### src/common/csfl_pkg.sv
// constants for the status flag and workspace context block
// assumes a 16-bit word machine with byte addressing of memory
package csfl_pkg;
	// status word flag positions (our layout; no figure fixes them)
	localparam int FL_LGT = 15;
	localparam int FL_AGT = 14;
	localparam int FL_EQ = 13;
	localparam int FL_C = 12;
	localparam int FL_OV = 11;
	localparam int FL_OP = 10;
	localparam int FL_X = 9;
	localparam logic [15:0] FLAG_MASK = 16'hfe00;
	localparam logic [15:0] MOST_NEG = 16'h8000;
	localparam logic [15:0] PC_STEP = 16'h0002;
	localparam logic [15:0] WS_WORDS = 16'h0010;
	localparam logic [15:0] ST_RESET = 16'h0000;
	localparam logic [15:0] WP_RESET = 16'h0000;
	localparam logic [15:0] PC_RESET = 16'h0000;
	// operation codes
	localparam logic [3:0] OP_NONE = 4'h0;
	localparam logic [3:0] OP_CMP = 4'h1;
	localparam logic [3:0] OP_ADD = 4'h2;
	localparam logic [3:0] OP_SUB = 4'h3;
	localparam logic [3:0] OP_SLA = 4'h4;
	localparam logic [3:0] OP_SRL = 4'h5;
	localparam logic [3:0] OP_DIV = 4'h6;
	localparam logic [3:0] OP_ABS = 4'h7;
	localparam logic [3:0] OP_NEG = 4'h8;
	localparam logic [3:0] OP_XOP = 4'h9;
	localparam logic [3:0] OP_MOV = 4'ha;
	// wishbone register offsets (byte addresses)
	localparam logic [7:0] A_CTRL = 8'h00;
	localparam logic [7:0] A_OPA = 8'h04;
	localparam logic [7:0] A_OPB = 8'h08;
	localparam logic [7:0] A_STATUS = 8'h0c;
	localparam logic [7:0] A_RESULT = 8'h10;
	localparam logic [7:0] A_WP = 8'h14;
	localparam logic [7:0] A_PC = 8'h18;
	localparam logic [7:0] A_SAVE = 8'h1c;
	localparam logic [7:0] A_IRQ_ST = 8'h20;
	localparam logic [7:0] A_IRQ_MASK = 8'h24;
	localparam logic [7:0] A_REGADDR = 8'h28;
	localparam logic [7:0] A_DIVHI = 8'h2c;
	// ctrl fields
	localparam int C_OP_LSB = 0;
	localparam int C_BYTE = 4;
	localparam int C_SHCNT_LSB = 8;
	localparam int C_REG_LSB = 12;
	localparam int C_START = 16;
	localparam int C_CTXSW = 17;
	localparam int C_FETCH = 18;
	localparam int C_AFF_LSB = 20;
	// interrupt events
	localparam int EV_DONE = 0;
	localparam int EV_OV = 1;
	localparam int EV_XOP = 2;
	localparam int EV_CTX = 3;
	localparam int EV_N = 4;
endpackage

### src/core/csfl_alu.sv
// combinational flag datapath for one operation
// assumes operands stable while op_i is presented
module csfl_alu (
	input wire logic [3:0] op_i, // operation code
	input wire logic byte_i, // byte operation
	input wire logic [15:0] a_i, // source operand
	input wire logic [15:0] b_i, // destination operand
	input wire logic [15:0] div_hi_i, // dividend upper half
	input wire logic [3:0] shcnt_i, // shift count, 0 means 16
	output logic [15:0] res_o, // result
	output logic [15:0] flags_o // computed flags
);
	logic [16:0] sum;
	logic [15:0] sa;
	logic [15:0] sb;
	logic [15:0] rr;
	logic [15:0] fl;
	logic [4:0] cnt;
	logic [31:0] sh;
	logic sgn_chg;
	logic last_out;
	always_comb begin
		sa = byte_i ? {a_i[15:8], 8'h00} : a_i;
		sb = byte_i ? {b_i[15:8], 8'h00} : b_i;
		fl = 16'h0000;
		rr = 16'h0000;
		sum = 17'h00000;
		sh = 32'h00000000;
		sgn_chg = 1'b0;
		last_out = 1'b0;
		cnt = (shcnt_i == 4'h0) ? 5'h10 : {1'b0, shcnt_i};
		case (op_i)
			csfl_pkg::OP_ADD: begin
				sum = {1'b0, sb} + {1'b0, sa};
				rr = sum[15:0];
				fl[csfl_pkg::FL_C] = sum[16];
				fl[csfl_pkg::FL_OV] = (sa[15] == sb[15]) && (rr[15] != sb[15]);
			end
			csfl_pkg::OP_SUB: begin
				sum = {1'b0, sb} + {1'b0, ~sa} + 17'h00001;
				rr = sum[15:0];
				fl[csfl_pkg::FL_C] = sum[16];
				fl[csfl_pkg::FL_OV] = (sa[15] != sb[15]) && (rr[15] != sb[15]);
			end
			csfl_pkg::OP_SLA: begin
				sh = {16'h0000, a_i} << cnt;
				rr = sh[15:0];
				fl[csfl_pkg::FL_C] = sh[16];
				for (int i = 1; i <= 15; i++) begin
					if (i <= int'(cnt) && a_i[15 - i] != a_i[15])
						sgn_chg = 1'b1;
				end
				// the sixteenth step shifts a zero into the sign
				if (cnt == 5'h10 && a_i[15])
					sgn_chg = 1'b1;
				fl[csfl_pkg::FL_OV] = sgn_chg;
			end
			csfl_pkg::OP_SRL: begin
				sh = {a_i, 16'h0000} >> cnt;
				rr = sh[31:16];
				last_out = sh[15];
				fl[csfl_pkg::FL_C] = last_out;
			end
			csfl_pkg::OP_DIV: begin
				fl[csfl_pkg::FL_OV] = div_hi_i >= a_i;
				rr = div_hi_i;
			end
			csfl_pkg::OP_ABS: begin
				rr = a_i[15] ? 16'(~a_i + 16'h0001) : a_i;
				fl[csfl_pkg::FL_OV] = a_i == csfl_pkg::MOST_NEG;
			end
			csfl_pkg::OP_NEG: begin
				rr = 16'(~a_i + 16'h0001);
				fl[csfl_pkg::FL_OV] = a_i == csfl_pkg::MOST_NEG;
			end
			csfl_pkg::OP_XOP: begin
				fl[csfl_pkg::FL_X] = 1'b1;
			end
			default: rr = sa;
		endcase
		if (op_i == csfl_pkg::OP_CMP) begin
			fl[csfl_pkg::FL_EQ] = sa == sb;
			fl[csfl_pkg::FL_LGT] = sa > sb;
			fl[csfl_pkg::FL_AGT] = $signed(sa) > $signed(sb);
		end else begin
			fl[csfl_pkg::FL_EQ] = (byte_i ? {rr[15:8], 8'h00} : rr) == 16'h0000;
			fl[csfl_pkg::FL_LGT] = rr != 16'h0000;
			fl[csfl_pkg::FL_AGT] = !rr[15] && rr != 16'h0000;
		end
		if (byte_i)
			fl[csfl_pkg::FL_OP] = ^(op_i == csfl_pkg::OP_CMP ? sa[15:8] : rr[15:8]);
		res_o = rr;
		flags_o = fl;
	end
endmodule

### src/core/csfl_ctx.sv
// context save store: workspace pointer, program counter, status word
// assumes save and restore never asserted together
module csfl_ctx (
	input wire logic clk_i, // clock
	input wire logic rst_i, // sync reset
	input wire logic ce_i, // clock enable
	input wire logic save_i, // capture context
	input wire logic [15:0] wp_i, // live pointer
	input wire logic [15:0] pc_i, // live counter
	input wire logic [15:0] st_i, // live status word
	output logic [47:0] saved_o // saved wp, pc, st
);
	always_ff @(posedge clk_i) begin
		if (rst_i)
			saved_o <= 48'h000000000000;
		else if (ce_i && save_i)
			saved_o <= {wp_i, pc_i, st_i};
	end
	a_ctx_saved: assert property (@(posedge clk_i) disable iff (rst_i)
		ce_i && save_i |=> saved_o == {$past(wp_i), $past(pc_i), $past(st_i)})
		else $error("context not saved");
endmodule

### src/core/csfl_top.sv
// status flag generation and workspace context block with wishbone slave
// assumes a classic wishbone master on clk_i, 32-bit data
//
// Implementation choices: the address map and the Wishbone slave port.
module csfl_top (
	input wire logic clk_i, // clock, 25 MHz
	input wire logic rst_i, // sync reset, active high
	input wire logic ce_i, // clock enable
	input wire logic wb_cyc_i, // wishbone cycle
	input wire logic wb_stb_i, // wishbone strobe
	input wire logic wb_we_i, // write enable
	input wire logic [7:0] wb_adr_i, // byte address
	input wire logic [3:0] wb_sel_i, // byte selects
	input wire logic [31:0] wb_dat_i, // write data
	output logic [31:0] wb_dat_o, // read data
	output logic wb_ack_o, // acknowledge
	output logic irq_o // level interrupt
);
	logic [15:0] opa;
	logic [15:0] opb;
	logic [15:0] div_hi;
	logic [15:0] status_word;
	logic [15:0] result;
	logic [15:0] wp;
	logic [15:0] pc;
	logic [15:0] ws_addr;
	logic [31:0] ctrl;
	logic [csfl_pkg::EV_N-1:0] irq_st;
	logic [csfl_pkg::EV_N-1:0] irq_mask;
	logic [csfl_pkg::EV_N-1:0] ev;
	logic [15:0] alu_res;
	logic [15:0] alu_fl;
	logic [15:0] aff;
	logic [47:0] saved;
	logic [3:0] op;
	logic req;
	logic wr;
	logic rd;
	logic wr_ctrl;
	logic start;
	logic ctxsw;
	logic fetch;
	logic [15:0] next_status;

	assign req = wb_cyc_i && wb_stb_i && !wb_ack_o;
	assign wr = ce_i && req && wb_we_i;
	assign rd = ce_i && req && !wb_we_i;
	assign wr_ctrl = wr && wb_adr_i == csfl_pkg::A_CTRL;
	assign start = wr_ctrl && wb_dat_i[csfl_pkg::C_START];
	assign ctxsw = wr_ctrl && wb_dat_i[csfl_pkg::C_CTXSW];
	assign fetch = wr_ctrl && wb_dat_i[csfl_pkg::C_FETCH];
	assign op = ctrl[csfl_pkg::C_OP_LSB +: 4];

	csfl_alu csfl_alu_inst (
		.op_i(op),
		.byte_i(ctrl[csfl_pkg::C_BYTE]),
		.a_i(opa),
		.b_i(opb),
		.div_hi_i(div_hi),
		.shcnt_i(ctrl[csfl_pkg::C_SHCNT_LSB +: 4]),
		.res_o(alu_res),
		.flags_o(alu_fl)
	);

	csfl_ctx csfl_ctx_inst (
		.clk_i(clk_i),
		.rst_i(rst_i),
		.ce_i(ce_i),
		.save_i(ctxsw),
		.wp_i(wp),
		.pc_i(pc),
		.st_i(status_word),
		.saved_o(saved)
	);

	// one-cycle ack, dropped the cycle after
	always_ff @(posedge clk_i) begin
		if (rst_i)
			wb_ack_o <= 1'b0;
		else if (ce_i)
			wb_ack_o <= req;
	end

	// byte-laned register writes
	function automatic logic [31:0] merge(input logic [31:0] old, input logic [31:0] d,
		input logic [3:0] sel);
		logic [31:0] m;
		m = old;
		for (int k = 0; k < 4; k++) begin
			if (sel[k])
				m[8*k +: 8] = d[8*k +: 8];
		end
		return m;
	endfunction

	always_ff @(posedge clk_i) begin
		if (rst_i) begin
			ctrl <= 32'h00000000;
			opa <= 16'h0000;
			opb <= 16'h0000;
			div_hi <= 16'h0000;
			irq_mask <= '0;
		end else if (wr) begin
			case (wb_adr_i)
				csfl_pkg::A_CTRL: ctrl <= merge(ctrl, wb_dat_i, wb_sel_i) & 32'hfff0ffff;
				csfl_pkg::A_OPA: opa <= 16'(merge({16'h0000, opa}, wb_dat_i, wb_sel_i));
				csfl_pkg::A_OPB: opb <= 16'(merge({16'h0000, opb}, wb_dat_i, wb_sel_i));
				csfl_pkg::A_DIVHI: div_hi <= 16'(merge({16'h0000, div_hi}, wb_dat_i, wb_sel_i));
				csfl_pkg::A_IRQ_MASK: irq_mask <= wb_dat_i[csfl_pkg::EV_N-1:0];
				default: ;
			endcase
		end
	end

	// the op runs from the written ctrl word, so decode it from write data
	logic [3:0] wop;
	logic [15:0] waff;
	assign wop = wb_dat_i[csfl_pkg::C_OP_LSB +: 4];
	assign waff = {wb_dat_i[csfl_pkg::C_AFF_LSB +: 7], 9'h000};

	// affect mask per opcode, narrowed by software bits when nonzero
	function automatic logic [15:0] op_aff(input logic [3:0] o);
		case (o)
			csfl_pkg::OP_CMP: op_aff = 16'he400;
			csfl_pkg::OP_ADD, csfl_pkg::OP_SUB: op_aff = 16'hfc00;
			csfl_pkg::OP_SLA: op_aff = 16'he800 | 16'h1000;
			csfl_pkg::OP_SRL: op_aff = 16'hf000;
			csfl_pkg::OP_DIV: op_aff = 16'h0800;
			csfl_pkg::OP_ABS, csfl_pkg::OP_NEG: op_aff = 16'hf800;
			csfl_pkg::OP_XOP: op_aff = 16'h0200;
			csfl_pkg::OP_MOV: op_aff = 16'he400;
			default: op_aff = 16'h0000;
		endcase
	endfunction

	assign aff = op_aff(wop) & ((waff == 16'h0000) ? csfl_pkg::FLAG_MASK : waff);

	// operation must see the new ctrl: evaluate one cycle after the start write
	logic pend;
	logic [15:0] pend_aff;
	always_ff @(posedge clk_i) begin
		if (rst_i) begin
			pend <= 1'b0;
			pend_aff <= 16'h0000;
		end else if (ce_i) begin
			pend <= start;
			if (start)
				pend_aff <= aff;
		end
	end

	logic ctxsw_restore;
	assign ctxsw_restore = wr && wb_adr_i == csfl_pkg::A_SAVE && wb_dat_i[0];

	always_comb begin
		next_status = status_word;
		if (pend)
			next_status = (status_word & ~pend_aff) | (alu_fl & pend_aff);
		if (ctxsw_restore)
			next_status = saved[15:0];
	end

	always_ff @(posedge clk_i) begin
		if (rst_i) begin
			status_word <= csfl_pkg::ST_RESET;
			result <= 16'h0000;
		end else if (ce_i) begin
			status_word <= next_status;
			if (pend)
				result <= alu_res;
		end
	end

	always_ff @(posedge clk_i) begin
		if (rst_i)
			wp <= csfl_pkg::WP_RESET;
		else if (ctxsw_restore)
			wp <= saved[47:32];
		else if (wr && wb_adr_i == csfl_pkg::A_WP)
			wp <= {wb_dat_i[15:1], 1'b0};
	end

	always_ff @(posedge clk_i) begin
		if (rst_i)
			pc <= csfl_pkg::PC_RESET;
		else if (ctxsw_restore)
			pc <= saved[31:16];
		else if (wr && wb_adr_i == csfl_pkg::A_PC)
			pc <= {wb_dat_i[15:1], 1'b0};
		else if (fetch)
			pc <= 16'(pc + csfl_pkg::PC_STEP);
	end

	// register operand from workspace only
	// byte address of workspace register n is wp + 2n
	assign ws_addr = 16'(wp + {11'h000, ctrl[csfl_pkg::C_REG_LSB +: 4], 1'b0});

	// interrupt events
	assign ev[csfl_pkg::EV_DONE] = pend;
	assign ev[csfl_pkg::EV_OV] = pend && pend_aff[csfl_pkg::FL_OV] && alu_fl[csfl_pkg::FL_OV];
	assign ev[csfl_pkg::EV_XOP] = pend && pend_aff[csfl_pkg::FL_X] && alu_fl[csfl_pkg::FL_X];
	assign ev[csfl_pkg::EV_CTX] = ctxsw;

	// set wins over the read clear
	always_ff @(posedge clk_i) begin
		if (rst_i)
			irq_st <= '0;
		else if (ce_i) begin
			if (rd && wb_adr_i == csfl_pkg::A_IRQ_ST)
				irq_st <= ev;
			else
				irq_st <= irq_st | ev;
		end
	end

	logic [csfl_pkg::EV_N-1:0] next_irq;
	assign next_irq = (ce_i ? ((rd && wb_adr_i == csfl_pkg::A_IRQ_ST) ? ev : (irq_st | ev))
		: irq_st) & irq_mask;
	always_ff @(posedge clk_i) begin
		if (rst_i)
			irq_o <= 1'b0;
		else if (ce_i)
			irq_o <= |(next_irq);
	end

	// read mux, unmapped reads return zero
	always_ff @(posedge clk_i) begin
		if (rst_i)
			wb_dat_o <= 32'h00000000;
		else if (rd) begin
			case (wb_adr_i)
				csfl_pkg::A_CTRL: wb_dat_o <= ctrl;
				csfl_pkg::A_OPA: wb_dat_o <= {16'h0000, opa};
				csfl_pkg::A_OPB: wb_dat_o <= {16'h0000, opb};
				csfl_pkg::A_STATUS: wb_dat_o <= {16'h0000, status_word};
				csfl_pkg::A_RESULT: wb_dat_o <= {16'h0000, result};
				csfl_pkg::A_WP: wb_dat_o <= {16'h0000, wp};
				csfl_pkg::A_PC: wb_dat_o <= {16'h0000, pc};
				csfl_pkg::A_SAVE: wb_dat_o <= {16'h0000, saved[47:32]};
				csfl_pkg::A_IRQ_ST: wb_dat_o <= {28'h0000000, irq_st};
				csfl_pkg::A_IRQ_MASK: wb_dat_o <= {28'h0000000, irq_mask};
				csfl_pkg::A_REGADDR: wb_dat_o <= {16'h0000, ws_addr};
				csfl_pkg::A_DIVHI: wb_dat_o <= {16'h0000, div_hi};
				default: wb_dat_o <= 32'h00000000;
			endcase
		end
	end

	// reference values for the checks, formed apart from the flag datapath
	logic [16:0] ref_add;
	logic [16:0] ref_sub;
	logic [3:0] ref_last;
	logic [4:0] ref_cnt;
	logic [16:0] ref_mask;
	logic [16:0] ref_win;
	assign ref_add = {opb[15], opb} + {opa[15], opa};
	assign ref_sub = {opb[15], opb} - {opa[15], opa};
	assign ref_last = 4'(ctrl[csfl_pkg::C_SHCNT_LSB +: 4] - 4'h1);
	assign ref_cnt = {ctrl[csfl_pkg::C_SHCNT_LSB +: 4] == 4'h0, ctrl[csfl_pkg::C_SHCNT_LSB +: 4]};
	// bits that pass through the sign position, a zero shifted in last
	assign ref_mask = 17'h1ffff << (5'h10 - ref_cnt);
	assign ref_win = {opa, 1'b0} & ref_mask;

	a_eq_cmp: assert property (@(posedge clk_i) disable iff (rst_i)
		pend && op == csfl_pkg::OP_CMP && pend_aff[csfl_pkg::FL_EQ] && ce_i
		|=> status_word[csfl_pkg::FL_EQ] == ($past(opa) == $past(opb) ||
		($past(ctrl[csfl_pkg::C_BYTE]) && $past(opa[15:8]) == $past(opb[15:8]))))
		else $error("equal flag wrong");
	a_neg_ovf: assert property (@(posedge clk_i) disable iff (rst_i)
		pend && ce_i && (op == csfl_pkg::OP_NEG || op == csfl_pkg::OP_ABS)
		&& pend_aff[csfl_pkg::FL_OV]
		|=> status_word[csfl_pkg::FL_OV] == ($past(opa) == 16'h8000))
		else $error("negate overflow wrong");
	a_div_ovf: assert property (@(posedge clk_i) disable iff (rst_i)
		pend && ce_i && op == csfl_pkg::OP_DIV && pend_aff[csfl_pkg::FL_OV]
		|=> status_word[csfl_pkg::FL_OV] == ($past(div_hi) >= $past(opa)))
		else $error("divide overflow wrong");
	a_pc_step: assert property (@(posedge clk_i) disable iff (rst_i)
		fetch && !ctxsw_restore |=> pc == 16'($past(pc) + 16'h0002))
		else $error("pc not stepped by two");
	a_flag_hold: assert property (@(posedge clk_i) disable iff (rst_i)
		ce_i && pend && !ctxsw_restore |=> ((status_word ^ $past(status_word))
		& ~$past(pend_aff)) == 16'h0000)
		else $error("unaffected flag changed");
	a_xop_flag: assert property (@(posedge clk_i) disable iff (rst_i)
		ce_i && pend && op == csfl_pkg::OP_XOP && pend_aff[csfl_pkg::FL_X] && !ctxsw_restore
		|=> status_word[csfl_pkg::FL_X])
		else $error("xop flag not set");
	a_ws_addr: assert property (@(posedge clk_i) disable iff (rst_i)
		ws_addr - wp < 16'h0020)
		else $error("register outside workspace");
	a_ack_pulse: assert property (@(posedge clk_i) disable iff (rst_i)
		wb_ack_o && ce_i |=> !wb_ack_o)
		else $error("ack held");
	a_add_carry: assert property (@(posedge clk_i) disable iff (rst_i)
		ce_i && pend && op == csfl_pkg::OP_ADD && !ctrl[csfl_pkg::C_BYTE]
		&& pend_aff[csfl_pkg::FL_C] |=> status_word[csfl_pkg::FL_C] == $past(opa > ~opb))
		else $error("add carry wrong");
	a_sub_carry: assert property (@(posedge clk_i) disable iff (rst_i)
		ce_i && pend && op == csfl_pkg::OP_SUB && !ctrl[csfl_pkg::C_BYTE]
		&& pend_aff[csfl_pkg::FL_C] |=> status_word[csfl_pkg::FL_C] == $past(opb >= opa))
		else $error("subtract carry wrong");
	a_add_ovf: assert property (@(posedge clk_i) disable iff (rst_i)
		ce_i && pend && op == csfl_pkg::OP_ADD && !ctrl[csfl_pkg::C_BYTE]
		&& pend_aff[csfl_pkg::FL_OV]
		|=> status_word[csfl_pkg::FL_OV] == $past(ref_add[16] != ref_add[15]))
		else $error("add overflow wrong");
	a_sub_ovf: assert property (@(posedge clk_i) disable iff (rst_i)
		ce_i && pend && op == csfl_pkg::OP_SUB && !ctrl[csfl_pkg::C_BYTE]
		&& pend_aff[csfl_pkg::FL_OV]
		|=> status_word[csfl_pkg::FL_OV] == $past(ref_sub[16] != ref_sub[15]))
		else $error("subtract overflow wrong");
	a_srl_carry: assert property (@(posedge clk_i) disable iff (rst_i)
		ce_i && pend && op == csfl_pkg::OP_SRL && pend_aff[csfl_pkg::FL_C]
		|=> status_word[csfl_pkg::FL_C] == $past(opa[ref_last]))
		else $error("right shift carry wrong");
	a_sla_carry: assert property (@(posedge clk_i) disable iff (rst_i)
		ce_i && pend && op == csfl_pkg::OP_SLA && pend_aff[csfl_pkg::FL_C]
		|=> status_word[csfl_pkg::FL_C] == $past(opa[~ref_last]))
		else $error("left shift carry wrong");
	a_sla_ovf: assert property (@(posedge clk_i) disable iff (rst_i)
		ce_i && pend && op == csfl_pkg::OP_SLA && pend_aff[csfl_pkg::FL_OV]
		|=> status_word[csfl_pkg::FL_OV] == $past(ref_win != 17'h00000 && ref_win != ref_mask))
		else $error("left shift overflow wrong");
	a_byte_par: assert property (@(posedge clk_i) disable iff (rst_i)
		ce_i && pend && ctrl[csfl_pkg::C_BYTE] && pend_aff[csfl_pkg::FL_OP]
		&& (op == csfl_pkg::OP_MOV || op == csfl_pkg::OP_CMP)
		|=> status_word[csfl_pkg::FL_OP] == $past(^opa[15:8]))
		else $error("byte parity wrong");
	a_lgt_cmp: assert property (@(posedge clk_i) disable iff (rst_i)
		ce_i && pend && op == csfl_pkg::OP_CMP && !ctrl[csfl_pkg::C_BYTE]
		&& pend_aff[csfl_pkg::FL_LGT] |=> status_word[csfl_pkg::FL_LGT] == $past(opa > opb))
		else $error("logical greater wrong");
	a_agt_cmp: assert property (@(posedge clk_i) disable iff (rst_i)
		ce_i && pend && op == csfl_pkg::OP_CMP && !ctrl[csfl_pkg::C_BYTE]
		&& pend_aff[csfl_pkg::FL_AGT]
		|=> status_word[csfl_pkg::FL_AGT] == $past($signed(opa) > $signed(opb)))
		else $error("arithmetic greater wrong");
	a_ctx_restore: assert property (@(posedge clk_i) disable iff (rst_i)
		ctxsw_restore |=> wp == $past(saved[47:32]) && pc == $past(saved[31:16])
		&& status_word == $past(saved[15:0]))
		else $error("context not restored");
endmodule

### config.mk
export PLATFORM = sky130hd
export DESIGN_NAME = csfl_top
export DESIGN_NICKNAME = d
export VERILOG_FILES = /design/src/common/csfl_pkg.sv /design/src/core/csfl_alu.sv /design/src/core/csfl_ctx.sv /design/src/core/csfl_top.sv
export SDC_FILE = /design/constraint.sdc
export NUM_CORES = 1
export LEC_CHECK = 0
export BUFFER_PORTS_ARGS = -buffer_cell sky130_fd_sc_hd__buf_2
export CORE_MARGIN = 4
export CORE_UTILIZATION = 50
export DETAILED_ROUTE_END_ITERATION = 8
export PLACE_DENSITY = 0.67
export SLEW_MARGIN = 10
export SYNTH_ARGS = -nofsm -noshare
export SYNTH_HDL_FRONTEND = slang
export SYNTH_SLANG_ARGS = --single-unit
### constraint.sdc
create_clock -name clk_i -period 6.1 [get_ports clk_i]
set_clock_uncertainty 0.05 [all_clocks]
set_input_delay 0.61 -clock clk_i [delete_from_list [all_inputs] [get_ports clk_i]]
set_output_delay 0.61 -clock clk_i [all_outputs]
set_load 0.005 [all_outputs]
==> reports/results.ini, run 1 <==
[die]
die-area_mm2=0.0350
dieHeight_um=187
row_count=65
core-area_mm2=0.0316
io_pins=84
die_width_um=187
start_util=0.508

[yosys]
netlist_area_mm2=0.0161
synth-seq-cells=234
synth_edf_count=0
synth_cell_type_count=89
ys.flop_type=dfxtp_1
synthTopCellsByArea=dfxtp_1 29%, a21oi_1 6.7%, nand2_1 6.1%, mux2i_1 5.9%, ha_1 5.6%
synth_top_area_frac=0.292
syn_avg_cell_area_um2=7.69
yosysSeqAreaShare=0.292
synthDominantAreaCellType=dfxtp_1
syn_inst=2087
yosysWarnings=0
async_flop_share=0

[sta]
setup_violations=0
timing.fmax_mhz=204
relSlewSlack=0.168
finalSetupTns_ns=0
period_needed_ns=4.90
holdWs_ns=0.302
hold_viol_final=0
rsz0062_at_grt=no
period_share=0.803
worst_slew_pin_slew_ns=1.22
slew_viol_final=0

[worst_setup_path]
cp_top_family=compound AO/OA/AOI/OAI gates
end_kind=register
cp_max_fo=22
critPathRequiredTime_ns=6.41
slowest_stage=o32ai_1
path_common_cell=a2111oi_0
crit_chain=nand2b_1 -> inv_1 -> ha_1 -> nand4_1 -> a2111oi_0 -> a211o_1 -> a31oi_1 -> a41oi_1 -> nor2_1 -> o32ai_1 -> nand2_1 -> or4b_1 -> o21ai_1 -> a2111oi_0
cp.buffers_inverters=1
worst-setup-path-type=register to register
crit_arrival_ns=5.21
startpoint_type=register
cpPeakStageDelay_ns=0.81

[clock_network]
cts-root-buf=clkbuf_16
insertion_delay_ns=0.51
cts_hold_buf=0
cts.path.max_buffers=3
cts_tree=done
numCtsBuffers=23
htreeDepth=1
numClockSinks=234
clk_pin_slew_ns=0.07
cts_setup_buffers=0
post_cts_resized=0

[final_layout]
multiInputGateArea_mm2=0.0104
final_nets=2188
instances_no_fill=2480
layout_common_cells=258 x nand2_1, 232 x dfxtp_1, 230 x nor2_1
area_delta_synth_final_pct=8.28
layout-drive-gt1-share=0.107
final_common_cell=nand2_1
antenna_cells=0
regArea_mm2=0.00469
fillers=2974

[hold_path]
hp-class=input pin to register

[pwr]
swShare=0.227
ir_drop_uv=214
switchingPower_w=0.000691
intPower_w=0.00235
pwr-share-clk=0.462
p_leak_nw=6.46
seq_power_share=0.504
pwr-share-comb=0.034
powerDensity_mw_per_mm2=175

[drt]
first_pass_iters=8
initialDrtViolationCount=1803
antenna_left=0
totalWireLength_um=62500
vias=16600
drc=0
wl_per_cell_um=25.2
via_per_inst=6.70

[flow_run]
cap_violations=0

[run_status]
outcome=finished clean

[global_routing]
grt.overflow.total=0
grt_max_degree=91
antenna_found_initial=1
grt_pass1_wl_um=94400
grt.total_usage=0.339
grt_pass1_vias=15400

[place]
hpwl_um=45400
gp_congestion=1.04
port_buffers=78
dp.cells=2440

[through the flow]
| stage | setup slack, ns | instance area (um^2) | utilization | power, W |
|---|---|---|---|---|
| after CTS | 1.32 | 17400 | 0.550 | 0.00305 |
| after global placement | 1.38 | 16600 | 0.526 | 0.00167 |
| after floorplan | 2.23 | 16100 | - | 0.00162 |
| after global routing | 0.810 | 17400 | 0.550 | 0.00312 |
| after detailed placement | 1.36 | 16600 | 0.526 | 0.00167 |
| final | 1.20 | 17400 | 0.550 | 0.00304 |
[cell type report]
type                            count  share of cell area
Sequential cell                   234               0.270
Clock inverter                     11             0.00540
Timing Repair Buffer              127              0.0440
Tap cell                          402              0.0289
Clock buffer                       29              0.0373
Inverter                           66              0.0142
Multi-Input combinational cell   1611               0.601
[registers in the layout, summed over array words and instances (netlist names), 4 cells and up, named ones only]
register	count
wp	16
opb	16
irq_mask	4
status_word	9
wb_dat_o	28
opa	16
csfl_ctx_inst.saved_o	48
div_hi	16
result	16
ctrl	28
pc	16
pend_aff	7
irq_st	4
[power by group through the flow]
stage / combinational, W / clock (W) / sequential [W]
after global routing: 0.000109 / 0.00148 / 0.00153
after detailed placement: 0.000101 / 0 / 0.00157
after CTS: 0.000101 / 0.00142 / 0.00153
final: 0.000103 / 0.00141 / 0.00153
after floorplan: 0.0000500 / 0 / 0.00157
after global placement: 0.0000998 / 0 / 0.00157
[worst paths after layout]
check / from / end / slack [ns] / cells after the start
worst max-delay path: ctrl[4] / register / 1.20 / 14
worst min-delay path: wb_dat_i[29] / ctrl[29] / 0.30 / 3
worst max register to register: ctrl[4] / register / 1.20 / 14
worst min register to register: wb_dat_o[22] / wb_dat_o[22] / 0.40 / 2
[worst register-to-register path, cell delays in order, from the launching register on]
cell,delay (ns)
dfxtp_1,0.76
nand2b_1,0.22
inv_1,0.06
ha_1,0.52
nand4_1,0.27
a2111oi_0,0.47
a211o_1,0.31
a31oi_1,0.12
a41oi_1,0.19
nor2_1,0.06
o32ai_1,0.81
nand2_1,0.09
or4b_1,0.53
o21ai_1,0.19
a2111oi_0,0.12
[cells by family (layout without fill, tap and decap cells)]
kind of cell,after synthesis,in the layout,share of synthesized area
AOI/OAI and AO/OA,589,589,0.243
xor gates and xnor gates,54,54,0.0303
adders and majority gates,75,75,0.0598
buffers and inverters,245,233,0.0602
DFF,234,234,0.292
muxes,124,124,0.0978
other,1,4,0.000234
and+or+nand+nor,765,765,0.217
[cell usage after synthesis (28+ instances only)]
library cell	count
a211oi_1	53
a21oi_1	214
a22oi_1	50
clkbuf_1	142
dfxtp_1	234
ha_1	72
inv_1	63
mux2i_1	95
nand2_1	259
nand2b_1	31
nand3_1	92
nor2_1	233
nor3_1	48
o21ai_0	65
xnor2_1	28
[routing by layer]
layer | vias to the layer above | routed length [um] | track usage
li1 | 7506 | - | -
met1 | 7972 | 24200 | 0.434
met2 | 916 | 28500 | 0.548
met3 | 218 | 5320 | 0.0440
met4 | 0 | 4480 | 0.199
met5 | - | 0 | 0
(Power assumes the default switching activity.)
==> run 2: changes to the inputs <==
==> constraint.sdc (replaced) <==
create_clock -name clk_i -period 5 [get_ports clk_i]
set_clock_uncertainty 0.05 [all_clocks]
set_input_delay 0.5 -clock clk_i [delete_from_list [all_inputs] [get_ports clk_i]]
set_output_delay 0.5 -clock clk_i [all_outputs]
set_load 0.005 [all_outputs]
==> run 2 against run 1 <==
Against the previous run:
- count of clock-buffer cells in the layout rose by 3
- sequential share of layout area fell by 0.64 points
- maximum frequency grew 3.5%
- die area did not move
- register-to-register slack worse by 0.93 ns
- final area is 2.4% higher
- clock power grew 37%
- utilization grew 1.3 points
- non-clock buffer count increased by 42
- combinational power increased by 23%
- routed wire length increased by 3.7%
- sequential power rose by 22%
- critical path type unchanged
==> reports/results.ini, run 2 (synthesized netlist as in run 1, its figures left out) <==
[run_status]
outcome=finished clean

[final_layout]
fillers=2996
top_register=csfl_ctx_inst.saved_o
fin_area_mm2=0.0178
final_nets=2230
final_common_cell=nand2_1
antenna_cells=0
layout_common_cells=258 x nand2_1, 232 x dfxtp_1, 231 x nor2_1
largest_register_ffs=48
layout-drive-gt1-share=0.123
fin_util=0.563
instances_no_fill=2524
top_regs=csfl_ctx_inst.saved_o (48), ctrl (28), wb_dat_o (28)
area_delta_synth_final_pct=10.9

[die]
core-area_mm2=0.0316
die-area_mm2=0.0350
start_util=0.508
io_pins=84
row_count=65
die_width_um=187
dieHeight_um=187

[clock_network]
post_cts_resized=0
cts_setup_buffers=0
numCtsBuffers=23
insertion_delay_ns=0.53
numClockSinks=234
cts_hold_buf=0
cts_tree=done
clk_pin_slew_ns=0.07
cts.path.max_buffers=3
cts-root-buf=clkbuf_16
htreeDepth=1

[worst_setup_path]
critPathRequiredTime_ns=5.32
reg2regPathDepth=14
rrSetupSlack_ns=0.27
end_kind=register
crit_arrival_ns=5.05
startpoint_type=register
worst-setup-path-type=register to register
rr_startpoint=ctrl[4]
cp_max_fo=22

[sta]
slew_viol_final=0
rsz0062_at_grt=no
worst_slew_pin_slew_ns=1.07
finalSetupTns_ns=0
hold_viol_final=0
holdWs_ns=0.178
relSlewSlack=0.266
period_needed_ns=4.73
period_share=0.947
setup_violations=0
timing.fmax_mhz=211

[hold_path]
hp-class=input pin to register
holdPathStages=3
hold_start=wb_dat_i[27]
hold_end=ctrl[27]

[global_routing]
grt_pass1_wl_um=98300
grt_max_degree=129
grt_pass1_vias=15800
grt.total_usage=0.355
antenna_found_initial=2
grt.overflow.total=0

[pwr]
p_leak_nw=6.74
seq_power_share=0.476
ir_drop_uv=301
switchingPower_w=0.000849
pwr-share-comb=0.032
pwr-share-clk=0.492
swShare=0.216
intPower_w=0.00308
powerDensity_mw_per_mm2=220

[drt]
via_per_inst=6.69
antenna_left=0
drc=0
totalWireLength_um=64800
initialDrtViolationCount=2052
first_pass_iters=8
wl_per_cell_um=25.7
vias=16900

[place]
gp_congestion=1.06
place_area_mm2=0.0170
hpwl_um=48300
dp.cells=2482
port_buffers=78

[flow_run]
cap_violations=0

## run 2: final cells by class
type                            instances  area, um^2  share of cell area
Tap cell                              402         503              0.0282
Clock buffer                           32         659              0.0370
Clock inverter                         10         179              0.0100
Inverter                               66         248              0.0139
Multi-Input combinational cell       1611       10400               0.586
Timing Repair Buffer                  169        1090              0.0613
Sequential cell                       234        4690               0.263
## run 2: worst max-delay path by stage
stage	slack, ns	from	endpoint	depth (start not counted)
global route	0.02	ctrl[4]	register	14
detailed placement	0.45	ctrl[4]	register	14
finish	0.27	ctrl[4]	register	14
global placement	0.53	ctrl[4]	register	14
CTS	0.45	ctrl[4]	register	14
floorplan	1.13	ctrl[4]	register	17
## run 2: routing by layer
layer  wire (um)  track usage  share of wire
met2       29200        0.571           0.45
met3        6010       0.0450          0.093
met4        4740        0.206          0.073
met1       24800        0.460           0.38
met5          20            0        0.00031
## run 2: power groups by stage
stage	Combinational, W	Sequential (W)	Clock, W
after CTS	0.000123	0.00187	0.00195
after global placement	0.000123	0.00191	0
after global routing	0.000134	0.00187	0.00202
after detailed placement	0.000123	0.00191	0
after floorplan	0.0000610	0.00191	0
final	0.000127	0.00187	0.00193
## run 2: through the flow
step / setup slack (ns) / total power (W)
2_1_floorplan: 1.13 / 0.00197
3_3_place_gp: 0.525 / 0.00203
3_5_place_dp: 0.449 / 0.00203
4_1_cts: 0.451 / 0.00395
5_1_grt: 0.0214 / 0.00403
6_report: 0.265 / 0.00393
## run 2: critical path, cell delays in order (launching register included)
cell	delay, ns
dfxtp_1	0.77
nand2b_1	0.21
inv_1	0.07
ha_1	0.47
nand4_1	0.22
a2111oi_0	0.52
a211o_1	0.29
a31oi_1	0.11
a41oi_1	0.17
nor2_1	0.07
o32ai_1	0.71
nand2_1	0.08
or4b_1	0.52
o21ai_1	0.19
a2111oi_0	0.12
